<file path="config.mk">
export PLATFORM = sky130hd
export DESIGN_NAME = card_reader_ready_status
export DESIGN_NICKNAME = d
export VERILOG_FILES = /design/src/pkg/card_reader_pkg.sv /design/src/pkg/sync_if.sv /design/src/hw/input_sync.sv /design/src/hw/card_reader_ready_status.sv
export SDC_FILE = /design/constraint.sdc
export NUM_CORES = 1
export LEC_CHECK = 0
export BUFFER_PORTS_ARGS = -buffer_cell sky130_fd_sc_hd__clkbuf_2
export CAP_MARGIN = 10
export CORE_AREA = 2 2 81 83
export DETAILED_ROUTE_END_ITERATION = 6
export DIE_AREA = 0 0 83 85
export GPL_TIMING_DRIVEN = 0
export MAX_ROUTING_LAYER = met4
export PLACE_DENSITY = 0.77
export SKIP_CTS_REPAIR_TIMING = 1
export SYNTH_ARGS = -nofsm -noshare
export SYNTH_HDL_FRONTEND = slang
export SYNTH_SLANG_ARGS = --single-unit
</file>
<file path="constraint.sdc">
create_clock -name core_clk -period 2.7 [get_ports core_clk]
set_input_delay 0.27 -clock core_clk [delete_from_list [all_inputs] [get_ports core_clk]]
set_output_delay 0.27 -clock core_clk [all_outputs]
set_load 0.02 [all_outputs]
</file>
<file path="src/pkg/card_reader_pkg.sv">
// Shared constants and types for the card reader readiness block.
package card_reader_pkg;

    // ------------------------------------------------------------
    // Timing
    // ------------------------------------------------------------
    localparam int CLK_MHZ = 125;
    localparam int POWER_DELAY_MS = 3000;
    localparam int POWER_DELAY_CYCLES = POWER_DELAY_MS * 1000 * CLK_MHZ;
    localparam int SYNC_STAGES = 2;

    // ------------------------------------------------------------
    // Positions of the synchronised operator and mechanism inputs
    // ------------------------------------------------------------
    localparam int IN_W = 14;
    localparam int IX_POWER_ON = 0;
    localparam int IX_POWER_OFF = 1;
    localparam int IX_SYS_POWER = 2;
    localparam int IX_START = 3;
    localparam int IX_STOP = 4;
    localparam int IX_FAULT_RESET = 5;
    localparam int IX_END_OF_DECK = 6;
    localparam int IX_VALIDITY_ON = 7;
    localparam int IX_LOCAL_RUN = 8;
    localparam int IX_COVER_CLOSED = 9;
    localparam int IX_HOPPER_EMPTY = 10;
    localparam int IX_STACKER_FULL = 11;
    localparam int IX_SENSE_FAULT = 12;
    localparam int IX_FEED_FAULT = 13;

    // ------------------------------------------------------------
    // Character path
    // ------------------------------------------------------------
    localparam int CHAR_W = 6;
    localparam logic [5:0] NULL_CHAR = 6'h00;

    typedef enum logic {CYCLE_IDLE, CYCLE_RUN} cycle_state_t;

endpackage : card_reader_pkg

</file>
<file path="src/pkg/sync_if.sv">
// Carrier between the readiness logic and its input synchroniser.
`timescale 1ns/1ps
interface sync_if #(parameter int W = 1);
    logic [W-1:0] raw;
    logic [W-1:0] synced;
    modport client (output raw, input synced);
    modport syncer (input raw, output synced);
endinterface : sync_if

</file>
<file path="src/hw/input_sync.sv">
// Two-stage synchroniser bank for level inputs.
`timescale 1ns/1ps
module input_sync #(
    parameter int W = 1
) (
    // Clock and reset
    input wire logic core_clk,
    input wire logic reset_n,
    // Inputs and synchronised copies
    sync_if.syncer port
);

    logic [W-1:0] stage1_r;
    logic [W-1:0] stage2_r;

    // ------------------------------------------------------------
    // Synchroniser stages
    // ------------------------------------------------------------
    always_ff @(posedge core_clk or negedge reset_n) begin
        if (!reset_n) begin
            stage1_r <= '0;
            stage2_r <= '0;
        end else begin
            stage1_r <= port.raw;
            stage2_r <= stage1_r;
        end
    end

    assign port.synced = stage2_r;

endmodule : input_sync

</file>
<file path="src/hw/card_reader_ready_status.sv">
// Readiness, fault and flag logic of a punched card reader.
// Operation
// (RULE_01) Unavailable while unstarted, hopper empty, stacker full or fault latched.
// (RULE_02) While unavailable, program requests including card cycle starts are ignored; data retrieval still clears flag and buffer.
// (RULE_03) Status bit reads unavailable on any cause and when power is off.
// (RULE_04) Sense faults are monitored always except during a card cycle; they are also ignored while control is not active.
// (RULE_05) Sense fault latches, makes unavailable, sets error status and lamp.
// (RULE_06) Jam or pick failure latches jam fault, unavailable, motors stop.
// (RULE_07) Jam fault raises the flag and a readable jam status bit.
// (RULE_08) Bad punch latches only with checking on, alphanumeric; sets error.
// (RULE_09) After power-on control waits a fixed delay; motors start at once.
// (RULE_10) Start clears unavailable only if no other cause is present.
// (RULE_11) Stop makes unavailable at once; current card still reaches stacker.
// (RULE_12) Fault reset clears sense, jam and bad punch indicators together.
// (RULE_13) End-of-deck press with empty hopper sets indicator and flag.
// (RULE_14) Invalid alphanumeric punch is delivered as an all-zero character.
// (RULE_15) With checking on an invalid punch also latches fault and stops.
// (RULE_16) Local mode feeds continuously until empty, then latches jam fault.
// (RULE_17) Remote card cycles start only while unavailable is clear.
// (RULE_18) Data retrieval clears flag and buffer; next column overwrites it.
// (RULE_19) Inputs are synchronised; reset clears faults and makes unavailable. Card transport, column and processor request inputs bypass the synchroniser.
`timescale 1ns/1ps
module card_reader_ready_status #(
    parameter int unsigned POWER_DELAY = card_reader_pkg::POWER_DELAY_CYCLES
) (
    // Clock and reset
    input wire logic core_clk,
    input wire logic reset_n,
    // Operator buttons and switches
    input wire logic powerOnButton,
    input wire logic powerOffButton,
    input wire logic systemPowerOn,
    input wire logic startButton,
    input wire logic stopButton,
    input wire logic faultResetButton,
    input wire logic end_of_deck_button,
    input wire logic validityEnable,
    input wire logic localRun,
    // Interlocks and mechanism checks
    input wire logic coverClosed,
    input wire logic hopperEmpty,
    input wire logic stackerFull,
    input wire logic senseFault,
    input wire logic feedFault,
    // Card transport and column data
    input wire logic cardAtStacker,
    input wire logic columnStrobe,
    input wire logic columnInvalid,
    input wire logic binaryMode,
    input wire logic [5:0] columnChar,
    // Processor requests
    input wire logic cycleRequest,
    input wire logic dataRetrieve,
    // Status and indicators
    output logic notReady,
    output logic notReadyStatus,
    output logic errorStatus,
    output logic errorLamp,
    output logic senseFaultLamp,
    output logic cardJamLamp,
    output logic badPunchLamp,
    output logic jamStatus,
    output logic endOfDeckStatus,
    output logic flag,
    // Power and motion
    output logic powerLamp,
    output logic motorOn,
    output logic controlActive,
    output logic cardCycle,
    // Character buffer
    output logic [5:0] charData,
    output logic charValid
);

    localparam int DW = $clog2(POWER_DELAY + 1);
    localparam logic [DW-1:0] DELAY_LAST = DW'(POWER_DELAY - 1);

    // ------------------------------------------------------------
    // Parameter checks
    // ------------------------------------------------------------
    if (POWER_DELAY < 1 || POWER_DELAY > 32'h7FFFFFFF) begin : g_chk
        $error("POWER_DELAY out of range");
    end

    function automatic logic rise(input logic cur, input logic prev);
        return cur & ~prev;
    endfunction : rise

    // ------------------------------------------------------------
    // Input synchronisation
    // ------------------------------------------------------------
    sync_if #(.W(card_reader_pkg::IN_W)) syn ();
    logic [card_reader_pkg::IN_W-1:0] in_s;
    logic [card_reader_pkg::IN_W-1:0] inPrev_r;

    assign syn.raw = {feedFault, senseFault, stackerFull, hopperEmpty,
                      coverClosed, localRun, validityEnable,
                      end_of_deck_button, faultResetButton, stopButton,
                      startButton, systemPowerOn, powerOffButton,
                      powerOnButton};
    // (RULE_19) Two-stage synchroniser.
    input_sync #(.W(card_reader_pkg::IN_W)) u_sync (
        .core_clk(core_clk),
        .reset_n(reset_n),
        .port(syn.syncer)
    );
    assign in_s = syn.synced;

    always_ff @(posedge core_clk or negedge reset_n) begin
        if (!reset_n) begin
            inPrev_r <= '0;
        end else begin
            inPrev_r <= in_s;
        end
    end

    logic pressPowerOn;
    logic pressPowerOff;
    logic pressStart;
    logic pressStop;
    logic pressReset;
    logic pressEod;
    logic hopEmpty;
    logic stackFull;
    logic valOn;
    logic local_s;
    assign pressPowerOn = rise(in_s[card_reader_pkg::IX_POWER_ON],
                               inPrev_r[card_reader_pkg::IX_POWER_ON])
                        | rise(in_s[card_reader_pkg::IX_SYS_POWER],
                               inPrev_r[card_reader_pkg::IX_SYS_POWER]);
    assign pressPowerOff = rise(in_s[card_reader_pkg::IX_POWER_OFF],
                                inPrev_r[card_reader_pkg::IX_POWER_OFF]);
    assign pressStart = rise(in_s[card_reader_pkg::IX_START],
                             inPrev_r[card_reader_pkg::IX_START]);
    assign pressStop = rise(in_s[card_reader_pkg::IX_STOP],
                            inPrev_r[card_reader_pkg::IX_STOP]);
    assign pressReset = rise(in_s[card_reader_pkg::IX_FAULT_RESET],
                             inPrev_r[card_reader_pkg::IX_FAULT_RESET]);
    assign pressEod = rise(in_s[card_reader_pkg::IX_END_OF_DECK],
                           inPrev_r[card_reader_pkg::IX_END_OF_DECK]);
    assign hopEmpty = in_s[card_reader_pkg::IX_HOPPER_EMPTY];
    assign stackFull = in_s[card_reader_pkg::IX_STACKER_FULL];
    assign valOn = in_s[card_reader_pkg::IX_VALIDITY_ON];
    assign local_s = in_s[card_reader_pkg::IX_LOCAL_RUN];

    // ------------------------------------------------------------
    // Power and control-logic delay
    // ------------------------------------------------------------
    logic powerOn_r;
    logic active_r;
    logic [DW-1:0] delayCount_r;

    always_ff @(posedge core_clk or negedge reset_n) begin
        if (!reset_n) begin
            powerOn_r <= 1'b0;
        end else if (!in_s[card_reader_pkg::IX_COVER_CLOSED]
                     || pressPowerOff) begin
            powerOn_r <= 1'b0;
        end else if (pressPowerOn) begin
            powerOn_r <= 1'b1;
        end
    end

    // (RULE_09) Delay before control.
    always_ff @(posedge core_clk or negedge reset_n) begin
        if (!reset_n) begin
            delayCount_r <= '0;
            active_r <= 1'b0;
        end else if (!powerOn_r) begin
            delayCount_r <= '0;
            active_r <= 1'b0;
        end else if (!active_r) begin
            if (delayCount_r == DELAY_LAST) begin
                active_r <= 1'b1;
            end else begin
                delayCount_r <= delayCount_r + DW'(1);
            end
        end
    end

    // ------------------------------------------------------------
    // Fault latches
    // ------------------------------------------------------------
    logic senseFault_r;
    logic cardJam_r;
    logic badPunch_r;
    logic started_r;
    logic localFeed_r;
    card_reader_pkg::cycle_state_t cycle_r;
    logic senseSet;
    logic jamSet;
    logic badSet;
    logic invalidAlpha;

    assign invalidAlpha = columnStrobe & columnInvalid & ~binaryMode
                        & (cycle_r == card_reader_pkg::CYCLE_RUN);
    // (RULE_04) No sense monitoring in a cycle.
    assign senseSet = in_s[card_reader_pkg::IX_SENSE_FAULT] & active_r
                    & (cycle_r == card_reader_pkg::CYCLE_IDLE);
    // (RULE_16) Local deck runs out.
    assign jamSet = (in_s[card_reader_pkg::IX_FEED_FAULT] & active_r)
                  | (localFeed_r & hopEmpty
                     & (cycle_r == card_reader_pkg::CYCLE_IDLE));
    // (RULE_15) Checked invalid punch.
    assign badSet = invalidAlpha & valOn;

    // (RULE_12) Fault reset, set wins.
    always_ff @(posedge core_clk or negedge reset_n) begin
        if (!reset_n) begin
            senseFault_r <= 1'b0;
        end else if (senseSet) begin
            senseFault_r <= 1'b1;
        end else if (pressReset) begin
            senseFault_r <= 1'b0;
        end
    end

    // (RULE_06) Jam latch.
    always_ff @(posedge core_clk or negedge reset_n) begin
        if (!reset_n) begin
            cardJam_r <= 1'b0;
        end else if (jamSet) begin
            cardJam_r <= 1'b1;
        end else if (pressReset) begin
            cardJam_r <= 1'b0;
        end
    end

    // (RULE_08) Bad punch latch.
    always_ff @(posedge core_clk or negedge reset_n) begin
        if (!reset_n) begin
            badPunch_r <= 1'b0;
        end else if (badSet) begin
            badPunch_r <= 1'b1;
        end else if (pressReset) begin
            badPunch_r <= 1'b0;
        end
    end

    // ------------------------------------------------------------
    // Readiness
    // ------------------------------------------------------------
    logic otherCause;
    assign otherCause = hopEmpty | stackFull | senseFault_r | cardJam_r
                      | badPunch_r | ~active_r;

    // (RULE_10) Start only with no other cause.
    always_ff @(posedge core_clk or negedge reset_n) begin
        if (!reset_n) begin
            started_r <= 1'b0;
        end else if (pressStop || !active_r) begin
            started_r <= 1'b0;
        end else if (pressStart && !otherCause) begin
            started_r <= 1'b1;
        end
    end

    // (RULE_01) Unavailable causes.
    assign notReady = ~started_r | otherCause;
    // (RULE_03) Power off reads unavailable.
    assign notReadyStatus = notReady | ~powerOn_r;

    // ------------------------------------------------------------
    // Card cycle
    // ------------------------------------------------------------
    logic beginCycle;
    // (RULE_02) Ignored while unavailable.
    // (RULE_17) Remote start gated.
    assign beginCycle = (cycle_r == card_reader_pkg::CYCLE_IDLE) & ~notReady
                      & (local_s | cycleRequest);

    // (RULE_11) Card runs out before halting.
    always_ff @(posedge core_clk or negedge reset_n) begin
        if (!reset_n) begin
            cycle_r <= card_reader_pkg::CYCLE_IDLE;
        end else begin
            unique case (cycle_r)
                card_reader_pkg::CYCLE_IDLE: begin
                    if (beginCycle) begin
                        cycle_r <= card_reader_pkg::CYCLE_RUN;
                    end
                end
                card_reader_pkg::CYCLE_RUN: begin
                    if (cardAtStacker || cardJam_r || jamSet) begin
                        cycle_r <= card_reader_pkg::CYCLE_IDLE;
                    end
                end
            endcase
        end
    end

    always_ff @(posedge core_clk or negedge reset_n) begin
        if (!reset_n) begin
            localFeed_r <= 1'b0;
        end else if (jamSet || !local_s || pressStop) begin
            localFeed_r <= 1'b0;
        end else if (beginCycle) begin
            localFeed_r <= 1'b1;
        end
    end

    // ------------------------------------------------------------
    // End of deck and flag
    // ------------------------------------------------------------
    logic eod_r;
    logic flag_r;
    logic eodSet;
    logic flagSet;
    assign eodSet = pressEod & hopEmpty;

    // (RULE_13) End-of-deck indicator.
    always_ff @(posedge core_clk or negedge reset_n) begin
        if (!reset_n) begin
            eod_r <= 1'b0;
        end else if (eodSet) begin
            eod_r <= 1'b1;
        end else if (!hopEmpty) begin
            eod_r <= 1'b0;
        end
    end

    // (RULE_07) Jam raises flag.
    assign flagSet = (jamSet & ~cardJam_r) | eodSet | columnStrobe
                   & (cycle_r == card_reader_pkg::CYCLE_RUN)
                   | ((cycle_r == card_reader_pkg::CYCLE_RUN)
                      & cardAtStacker);

    // (RULE_18) Retrieval clears, set wins.
    always_ff @(posedge core_clk or negedge reset_n) begin
        if (!reset_n) begin
            flag_r <= 1'b0;
        end else if (flagSet) begin
            flag_r <= 1'b1;
        end else if (dataRetrieve) begin
            flag_r <= 1'b0;
        end
    end

    // ------------------------------------------------------------
    // Character buffer
    // ------------------------------------------------------------
    logic [5:0] char_r;
    logic charValid_r;
    logic colTaken;
    assign colTaken = columnStrobe & (cycle_r == card_reader_pkg::CYCLE_RUN);

    // (RULE_14) Invalid punch becomes zero.
    always_ff @(posedge core_clk or negedge reset_n) begin
        if (!reset_n) begin
            char_r <= card_reader_pkg::NULL_CHAR;
            charValid_r <= 1'b0;
        end else if (colTaken) begin
            char_r <= invalidAlpha ? card_reader_pkg::NULL_CHAR : columnChar;
            charValid_r <= 1'b1;
        end else if (dataRetrieve) begin
            char_r <= card_reader_pkg::NULL_CHAR;
            charValid_r <= 1'b0;
        end
    end

    // ------------------------------------------------------------
    // Outputs
    // ------------------------------------------------------------
    // (RULE_05) Error status and lamp.
    assign errorStatus = senseFault_r | badPunch_r;
    assign errorLamp = senseFault_r | badPunch_r;
    assign senseFaultLamp = senseFault_r;
    assign cardJamLamp = cardJam_r;
    assign badPunchLamp = badPunch_r;
    assign jamStatus = cardJam_r;
    assign endOfDeckStatus = eod_r;
    assign flag = flag_r;
    assign powerLamp = powerOn_r;
    // (RULE_09) Motors run from power-on.
    assign motorOn = powerOn_r & ~cardJam_r;
    assign controlActive = active_r;
    assign cardCycle = (cycle_r == card_reader_pkg::CYCLE_RUN);
    assign charData = char_r;
    assign charValid = charValid_r;

    // ------------------------------------------------------------
    // Assertions
    // ------------------------------------------------------------
    property p_causes;
        @(posedge core_clk) disable iff (!reset_n)
        (hopEmpty || stackFull || cardJam_r || senseFault_r || badPunch_r)
            |-> notReady;
    endproperty
    a_causes: assert property (p_causes) // RULE_01
        else $error("unavailable not shown for a cause");

    property p_ignore;
        @(posedge core_clk) disable iff (!reset_n)
        (notReady && !cardCycle) |=> !cardCycle;
    endproperty
    a_ignore: assert property (p_ignore) // RULE_02
        else $error("cycle began while unavailable");

    property p_power_status;
        @(posedge core_clk) disable iff (!reset_n)
        !powerOn_r |-> notReadyStatus ##1 !controlActive;
    endproperty
    a_power_status: assert property (p_power_status) // RULE_03
        else $error("status ready while power off");

    property p_sense_gap;
        @(posedge core_clk) disable iff (!reset_n)
        (cardCycle && !senseFault_r) |=> !senseFault_r;
    endproperty
    a_sense_gap: assert property (p_sense_gap) // RULE_04
        else $error("sense fault latched during cycle");

    property p_sense_err;
        @(posedge core_clk) disable iff (!reset_n)
        senseSet |=> senseFault_r && errorStatus && errorLamp && notReady;
    endproperty
    a_sense_err: assert property (p_sense_err) // RULE_05
        else $error("sense fault effects missing");

    property p_jam;
        @(posedge core_clk) disable iff (!reset_n)
        jamSet |=> cardJam_r && !motorOn && flag && jamStatus;
    endproperty
    a_jam: assert property (p_jam) // RULE_07
        else $error("jam effects missing");

    property p_bad_gate;
        @(posedge core_clk) disable iff (!reset_n)
        (!valOn && !badPunch_r) |=> !badPunch_r;
    endproperty
    a_bad_gate: assert property (p_bad_gate) // RULE_08
        else $error("bad punch latched with checking off");

    property p_delay;
        @(posedge core_clk) disable iff (!reset_n)
        $rose(active_r) |-> powerOn_r && delayCount_r == DELAY_LAST;
    endproperty
    a_delay: assert property (p_delay) // RULE_09
        else $error("control active before delay end");

    property p_reset_clear;
        @(posedge core_clk) disable iff (!reset_n)
        (pressReset && !senseSet && !jamSet && !badSet)
            |=> !senseFault_r && !cardJam_r && !badPunch_r;
    endproperty
    a_reset_clear: assert property (p_reset_clear) // RULE_12
        else $error("fault reset left an indicator");

    property p_zero_char;
        @(posedge core_clk) disable iff (!reset_n)
        invalidAlpha |=> charValid && charData == card_reader_pkg::NULL_CHAR;
    endproperty
    a_zero_char: assert property (p_zero_char) // RULE_14
        else $error("invalid punch not delivered as zero");

endmodule : card_reader_ready_status

</file>
==> impl_metrics.ini, run 1 <==
[sta]
min_period_ns = 2.290
setup_viol = 0
rsz0062_at_grt = no
finClkSkew_ns = 0.01128
setup_tns_ns = 0
slew-limit-headroom = 0.5587
layout_setup_ws_ns = 0.4098
finalCritPeriodShare = 0.8482
slew_viol_final = 0
clock.fmax_mhz = 436.6
hold_viol_final = 0
tightest_slew_ns = 0.6559

[floorplanning]
row_count = 29
core_area_um2 = 6205
initial_core_util = 0.5295
die_x_um = 83
io_pins = 49
dieArea_um2 = 7055
die_h_um = 85

[worst_setup_path]
r2r_end = delayCount_r[28]
path_max_fanout = 10
reg2regPathDepth = 6
required_ns = 2.43
criticalPathCategory = reg2out
r2r_slack_ns = 0.57
cp-start-kind = flop
critPathArrivalTime_ns = 2.02
r2r_start = delayCount_r[0]
cp-end-kind = output port

[hold_path]
min_path_cells = 1
hp-start = hopperEmpty
holdPathEnd = u_sync.stage1_r[10]
hp-class = in2reg

[placed_design]
dp_hpwl_um = 4448
dp_worst_setup_slack_ns = 0.5933
place_area_um2 = 3652
routabilityCongestion = 0.8538
portBuffers = 48

[synth]
synth_area_um2 = 3286
synth_cell_types = 48
synth_xor_area_frac = 0.04532
synth_top_area_share = 0.6169
ys_ff_latch = 81
synthArstFlopShare = 1.000
ys_warn_count = 0
synth_fa_ha_area_frac = 0.003808
yosysSeqAreaShare = 0.6169
ys.flop_type = dfrtp_1
synth_edf_count = 0
synth_compound_area_frac = 0.07578
syn_inst = 275
ys_top_cells_by_area = dfrtp_1, nand2_1, and2_1
muxShareOfSynthArea = 0.01219
synth_nets = 304
synth.avg_cell_area_um2 = 11.95
yosys.area.top_type = dfrtp_1
synth_top_family_by_area = simple AND/OR/NAND/NOR gates
synth-simple-area-share = 0.2277

[cells_and_area]
area_growth_pct = 20.03
diodes = 0
drive_above_1_share = 0.2371
nets = 374
final_cell_mix = dfrtp_1, clkbuf_2, nand2_1, and2_1
final_cell_area_um2 = 3944
final_common_cell = dfrtp_1

[clocking]
cts_buffers = 9
ctsRootBufferMaster = clkbuf_8
clk_pin_slew_worst_paths_ns = 0.09
h-tree-depth = 3
cts.sinks = 81
clk_latency_ns = 0.36
cts_tree = built
clock_path_buffers = 2

[detailed_routing]
ant_nets = 0
drtIter0Drc = 170
first_pass_iters = 4
wl_per_cell_um = 14.70
drcViolationCount = 0
vias = 2266
wl_um = 6278
vias_per_cell = 5.307

[global_routing]
grt_pass1_vias = 2137
grt_usage = 0.1913
antenna_found_initial = 0
grt_pass1_wl_um = 10230
overflow = 0
grt_max_degree = 53

[power_and_ir_drop]
p_leak_uw = 0.001871
ir_drop_mv = 0.4451
p_per_area_nw_per_um2 = 560.7

[flow_run]
cap_violations = 0

[outcome]
status = complete, no violations
layer usage:
layer,vias to the layer above,share of wire,track usage
met1,1109,0.45,0.2443
met3,8,0.042,0.05350
li1,1105,-,-
met5,-,0,-
met4,0,0.018,0.08048
met2,44,0.50,0.2903
cells by family (layout without fill, tap and decap cells):
kind of cell,Yosys count,after routing
AOI/OAI and AO/OA,35,35
xor gates and xnor gates,17,17
adders and majority gates,1,1
buffers and inverters,14,89
DFF,81,81
muxes,4,4
and+or+nand+nor,123,123
report_power, final:
part	switching [uW]	internal, uW	leakage [uW]
Combinational	60.8	43.7	0.000727
Clock	485	362	0.0000966
Sequential	15.9	1240	0.00105
layout make-up:
cell class | instances | area [um2]
clock inverter | 7 | 67.56
tap | 77 | 96.34
multi-input combinational | 180 | 1199
buffer | 8 | 37.54
timing repair buffer | 59 | 370.4
clock buffer | 9 | 123.9
sequential | 81 | 2027
inverter | 6 | 22.52
fill | 480 | 2261
critical path: stages (launching register included):
cell	delay, ns
dfrtp_1	0.50
clkbuf_1	0.39
clkbuf_1	0.42
nand3_1	0.16
clkbuf_2	0.19
Yosys cell counts (all sizes together) (2+ instances only):
| cell type | instances |
|---|---|
| a211oi | 2 |
| a21boi | 2 |
| a21oi | 4 |
| a22o | 6 |
| and2 | 17 |
| and3 | 3 |
| buf | 2 |
| clkbuf | 6 |
| dfrtp | 81 |
| inv | 6 |
| mux2i | 4 |
| nand2 | 31 |
| nand2b | 9 |
| nand3 | 13 |
| nand3b | 2 |
| nand4 | 6 |
| nor2 | 8 |
| nor2b | 5 |
| nor3 | 4 |
| nor4 | 8 |
| nor4b | 3 |
| o211ai | 6 |
| o21ai | 8 |
| o31ai | 2 |
| or2 | 3 |
| or3 | 2 |
| or4 | 2 |
| or4b | 5 |
| xnor2 | 6 |
| xor2 | 11 |
metrics by stage:
stage | hold slack (ns) | power [uW] | utilization | cells
after global placement | 0.3320 | 1368 | 0.5838 | 400
after floorplan | -0.02559 | 1311 | - | 275
after CTS | -0.1217 | 2230 | 0.6195 | 417
final | 0.01688 | 2211 | 0.6356 | 427
after detailed placement | 0.2739 | 1380 | 0.5886 | 401
after global routing | 0.001444 | 2303 | 0.6356 | 427
registers in the layout, summed over array words and instances, names as in the netlist, 6 cells and up:
| register | flops |
|---|---|
| charData | 6 |
| u_sync.port.synced | 14 |
| inPrev_r | 7 |
| u_sync.stage1_r | 14 |
| delayCount_r | 29 |
how the worst max path moves through the flow:
stage,from,to,slack [ns],depth (start not counted)
5_1_grt,powerLamp,notReadyStatus,0.20,4
3_5_place_dp,delayCount_r[0],delayCount_r[28],0.59,6
4_1_cts,powerLamp,notReadyStatus,0.38,4
6_report,powerLamp,notReadyStatus,0.41,4
2_1_floorplan,badPunchLamp,localFeed_r,0.75,5
3_3_place_gp,reset_n,u_sync.stage1_r[5],0.61,1
Note: power is estimated with default switching activity, not from simulation.
==> inputs of run 2 (changes only) <==
--- a/config.mk
+++ b/config.mk
@@ -7,12 +7,12 @@
 export LEC_CHECK = 0
 export BUFFER_PORTS_ARGS = -buffer_cell sky130_fd_sc_hd__clkbuf_2
 export CAP_MARGIN = 10
-export CORE_AREA = 2 2 81 83
+export CORE_AREA = 2 2 84 86
 export DETAILED_ROUTE_END_ITERATION = 6
-export DIE_AREA = 0 0 83 85
+export DIE_AREA = 0 0 86 88
 export GPL_TIMING_DRIVEN = 0
 export MAX_ROUTING_LAYER = met4
-export PLACE_DENSITY = 0.77
+export PLACE_DENSITY = 0.76
 export SKIP_CTS_REPAIR_TIMING = 1
 export SYNTH_ARGS = -nofsm -noshare
 export SYNTH_HDL_FRONTEND = slang
==> constraint.sdc (replaced) <==
create_clock -name core_clk -period 2.1 [get_ports core_clk]
set_input_delay 0.21 -clock core_clk [delete_from_list [all_inputs] [get_ports core_clk]]
set_output_delay 0.21 -clock core_clk [all_outputs]
set_load 0.02 [all_outputs]
==> run 2 against run 1 <==
Clock skew fell by 0.0032 ns. Largest cell class unchanged. Critical path depth rose by 2. Clock power increased by 54%. Critical endpoint is now delayCount_r[4]. Largest power group unchanged.
==> impl_metrics.ini, run 2 (synthesis gave the netlist of run 1 again) <==
[cells_and_area]
num-fill-cells = 509
final_cells = 437
drive_above_1_share = 0.2577
area_growth_pct = 25.25
largest_register_ffs = 29
top_register = delayCount_r
final_cell_mix = dfrtp_1, clkbuf_2, nand2_1, and2_1, dlygate4sd3_1
diodes = 0
nets = 381
final_common_cell = dfrtp_1

[hold_path]
hp-start = columnChar[0]
hp-class = in2reg
min_path_cells = 2
holdPathEnd = charData[0]

[worst_setup_path]
r2r_slack_ns = 0.03
path_max_fanout = 5
crit_family = simple AND/OR/NAND/NOR gates
r2r_start = delayCount_r[18]
path_depth = 6
critPathArrivalTime_ns = 2.32
cp_slowest_stage_delay_ns = 0.56
criticalPathCategory = reg2reg
path_cells = or4_4, nor4_4, buf_4, a211oi_1, xor2_1, and2_1
required_ns = 2.35
reg2regPathDepth = 6
path_buf_inv = 1
cp_slowest_cell = or4_4
cp-end-kind = flop
r2r_end = delayCount_r[4]
cp-start-kind = flop

[global_routing]
grt_max_degree = 68
grt_usage = 0.1836
grt_pass1_vias = 2144
grt_pass1_wl_um = 10290
antenna_found_initial = 0
overflow = 0

[clocking]
clk_pin_slew_worst_paths_ns = 0.09
clk_latency_ns = 0.36
clock_path_buffers = 2
cts_tree = built
cts_buffers = 9
cts.sinks = 81
ctsRootBufferMaster = clkbuf_8
h-tree-depth = 3

[floorplanning]
row_count = 30
core_area_um2 = 6644
initial_core_util = 0.4945
die_x_um = 86
io_pins = 49
dieArea_um2 = 7568
die_h_um = 88

[detailed_routing]
vias = 2321
wl_um = 6517
drcViolationCount = 0
first_pass_iters = 4
wl_per_cell_um = 14.91
drtIter0Drc = 142
ant_nets = 0
vias_per_cell = 5.311

[placed_design]
dp_worst_setup_slack_ns = 0.04844
dp.cells = 404
dp_hpwl_um = 4322
routabilityCongestion = 0.8416
portBuffers = 48

[sta]
slew_viol_final = 0
hold_viol_final = 0
finalCritPeriodShare = 0.9844
whs_ns = 0.06164
setup_viol = 0
layout_setup_ws_ns = 0.03270
clock.fmax_mhz = 483.7
rsz0062_at_grt = yes
min_period_ns = 2.067
tightest_slew_ns = 0.5966
finClkSkew_ns = 0.008126
slew-limit-headroom = 0.6023

[outcome]
status = complete, no violations

[power_and_ir_drop]
ir_drop_mv = 0.4877
p_leak_uw = 0.001979
p_per_area_nw_per_um2 = 745.4

[flow_run]
cap_violations = 0
==> run 2: how the worst max path moves through the flow <==
stage / from / endpoint / slack [ns]
global route: delayCount_r[16] / delayCount_r[5] / -0.01
CTS: powerLamp / notReadyStatus / -0.22
detailed placement: delayCount_r[16] / delayCount_r[6] / 0.05
floorplan: badPunchLamp / localFeed_r / 0.15
global placement: delayCount_r[16] / delayCount_r[6] / 0.07
finish: delayCount_r[18] / delayCount_r[4] / 0.03
==> run 2: cell type report <==
class / instances / area [um2] / area share
flip-flops and latches: 81 / 2028 / 0.4929
well taps: 80 / 100.1 / 0.02432
repair buffers: 66 / 435.4 / 0.1058
multi-input cells: 180 / 1259 / 0.3059
inverters: 6 / 22.52 / 0.005473
plain buffers: 8 / 40.04 / 0.009729
clock buffers: 9 / 123.9 / 0.03010
clock inverters: 7 / 106.4 / 0.02584
==> run 2: per-stage QoR <==
step	TNS (ns)	power [uW]	utilization	area (um2)
2_1_floorplan	0	1685	-	3286
3_3_place_gp	0	1759	0.5458	3626
3_5_place_dp	0	1772	0.5503	3656
4_1_cts	-0.2382	3070	0.5849	3886
5_1_grt	-0.01894	3190	0.6194	4115
6_report	0	3068	0.6194	4115
==> run 2: per-layer routing <==
| metal | up-vias | GRT usage | part of all wire |
|---|---|---|---|
| met5 | - | - | 0 |
| met4 | 0 | 0.09091 | 0.022 |
| met3 | 15 | 0.03487 | 0.038 |
| met2 | 45 | 0.2798 | 0.50 |
| met1 | 1138 | 0.2363 | 0.44 |
| li1 | 1123 | - | - |
==> run 2: power by group <==
group	leakage, uW	switching (uW)	internal, uW
clock network	0.000117	614	692
logic	0.000817	79.1	63.1
registers	0.00105	20.6	1600
==> inputs of run 3 (changes only) <==
--- a/config.mk
+++ b/config.mk
@@ -5,11 +5,12 @@
 export SDC_FILE = /design/constraint.sdc
 export NUM_CORES = 1
 export LEC_CHECK = 0
+export ABC_AREA = 1
 export BUFFER_PORTS_ARGS = -buffer_cell sky130_fd_sc_hd__clkbuf_2
 export CAP_MARGIN = 10
-export CORE_AREA = 2 2 84 86
+export CORE_AREA = 2 2 89 91
 export DETAILED_ROUTE_END_ITERATION = 6
-export DIE_AREA = 0 0 86 88
+export DIE_AREA = 0 0 91 93
 export GPL_TIMING_DRIVEN = 0
 export MAX_ROUTING_LAYER = met4
 export PLACE_DENSITY = 0.76
==> run 3 against run 2 <==
Sequential cell count did not move. Wire length rose by 39%. Synthesized cell count rose by 75%. Core utilization fell by 1.5 points. Maximum frequency rose by 7.8%. Largest power group unchanged. Highest routed layer unchanged.
==> impl_metrics.ini, run 3 <==
[placed_design]
dp_worst_setup_slack_ns = 0.1536
dp.cells = 631
routabilityCongestion = 0.9972
dp_hpwl_um = 6480
portBuffers = 48

[floorplanning]
core_area_um2 = 7527
row_count = 32
die_x_um = 91
die_h_um = 93
initial_core_util = 0.5022
dieArea_um2 = 8463
io_pins = 49

[detailed_routing]
wl_per_cell_um = 13.68
wl_um = 9054
first_pass_iters = 5
drtIter0Drc = 231
vias_per_cell = 5.137
drcViolationCount = 0
ant_nets = 0
vias = 3401

[clocking]
clk_latency_ns = 0.36
cts_buffers = 9
clock_path_buffers = 2
cts_tree = built
h-tree-depth = 3
clk_pin_slew_worst_paths_ns = 0.09
cts.sinks = 81
ctsRootBufferMaster = clkbuf_8

[synth]
syn_inst = 480
synth_top_area_share = 0.5362
synthArstFlopShare = 1.000
ys_warn_count = 0
synth_cell_types = 27
yosysMostFrequentCell = nand2_1
ys_top_cells_by_area = dfrtp_1, nand2_1, nor2_1
synth_area_um2 = 3780
synth.avg_cell_area_um2 = 7.875
yosys.area.top_type = dfrtp_1
yosysSeqAreaShare = 0.5362
synth_edf_count = 0
ys.flop_type = dfrtp_1
ys_ff_latch = 81
synth_nets = 509
synthTopCellsByCount = nand2_1, dfrtp_1, nor2_1, nand3_1, inv_1

[sta]
finClkSkew_ns = 0.01031
slew_viol_final = 0
rsz0062_at_grt = no
whs_ns = 0.05132
hold_viol_final = 0
min_period_ns = 1.917
clock.fmax_mhz = 521.6
finalCritPeriodShare = 0.9130
slew-limit-headroom = 0.6328
setup_viol = 0
setup_tns_ns = 0
tightest_slew_ns = 0.5488
layout_setup_ws_ns = 0.1827

[worst_setup_path]
critPathArrivalTime_ns = 2.19
cp_slowest_stage_delay_ns = 0.46
path_cells = ha_2, nand2_1, nor2_4, nand2_1, nor2_1, nand3_1, nand2_2, buf_2, nand2_1, o21ai_0
reg2regPathDepth = 10
cp-end-kind = flop
path_max_fanout = 10
crit_path_frequent_cell = nand2_1
cp_slowest_cell = dfrtp_1
required_ns = 2.37
cp-start-kind = flop
criticalPathCategory = reg2reg

[cells_and_area]
final_cells = 662
diodes = 0
nets = 584
largest_register_ffs = 29
area_growth_pct = 20.46
top_register = delayCount_r
drive_above_1_share = 0.1429
num-fill-cells = 679
final_common_cell = nand2_1
final_cell_mix = nand2_1, dfrtp_1, nor2_1, nand3_1, clkbuf_2

[global_routing]
grt_max_degree = 67
grt_usage = 0.2358
overflow = 0
antenna_found_initial = 0
grt_pass1_wl_um = 15320
grt_pass1_vias = 3237

[hold_path]
hp-class = in2reg
min_path_cells = 2

[outcome]
status = complete, no violations

[flow_run]
cap_violations = 0

[power_and_ir_drop]
p_per_area_nw_per_um2 = 649.4
p_leak_uw = 0.002087
ir_drop_mv = 0.6250
==> run 3: layout make-up <==
class                   count  area, um2  area share
flip-flops and latches     81       2027      0.4452
multi-input cells         343       1530      0.3361
repair buffers             64      420.4     0.09233
inverters                  46      172.7     0.03792
clock buffers              10      137.6     0.03023
well taps                 102      127.6     0.02803
clock inverters             6      73.82     0.01621
plain buffers              10      63.81     0.01401
==> run 3: stage by stage <==
step	power, uW	area (um2)	util
finish	2957	4553	0.6049
global route	3063	4553	0.6049
CTS	2966	4389	0.5831
detailed placement	1762	4178	0.5550
global placement	1750	4148	0.5510
floorplan	1679	3780	-
==> run 3: metal layers <==
layer  wire (um)  global-route usage  share of wire
met1        4061              0.3015           0.45
met2        4255              0.3691           0.47
met3         462             0.04432          0.051
met4         274              0.1086          0.030
met5           0                   -              0
==> run 3: cell families (layout without fill, tap and decap cells) <==
logic type                 count (synthesis)  count (layout)  share of synthesized area
adders and majority gates                  1               1                   0.003310
buffers and inverters                     56             136                    0.06256
xor gates and xnor gates                   8               8                    0.01854
and+or+nand+nor                          294             294                     0.3214
DFF                                       81              81                     0.5362
AOI/OAI and AO/OA                         40              40                    0.05793
==> run 3: final timing paths <==
kind / from / endpoint / slack, ns
max in group asynchronous: reset_n / inPrev_r[6] / 1.24
worst max register to register: delayCount_r[0] / delayCount_r[21] / 0.18
worst max-delay path: delayCount_r[0] / delayCount_r[21] / 0.18
worst min-delay path: cardAtStacker / cardCycle / 0.05
worst min register to register: u_sync.stage1_r[10] / u_sync.port.synced[10] / 0.34
min in group asynchronous: reset_n / delayCount_r[14] / 0.29
==> run 3: worst max-delay path, delay by kind of cell (launching register included) <==
family	cells	cell delay, ns
compound gates	1	0.09
simple gates	7	0.77
fa+ha+maj	1	0.27
buf+inv	1	0.25
flops	1	0.46
==> run 3: power breakdown <==
part	internal, uW	switching [uW]
registers	1600	20.0
clock network	598	608
logic	55.3	77.3
total	2250	705
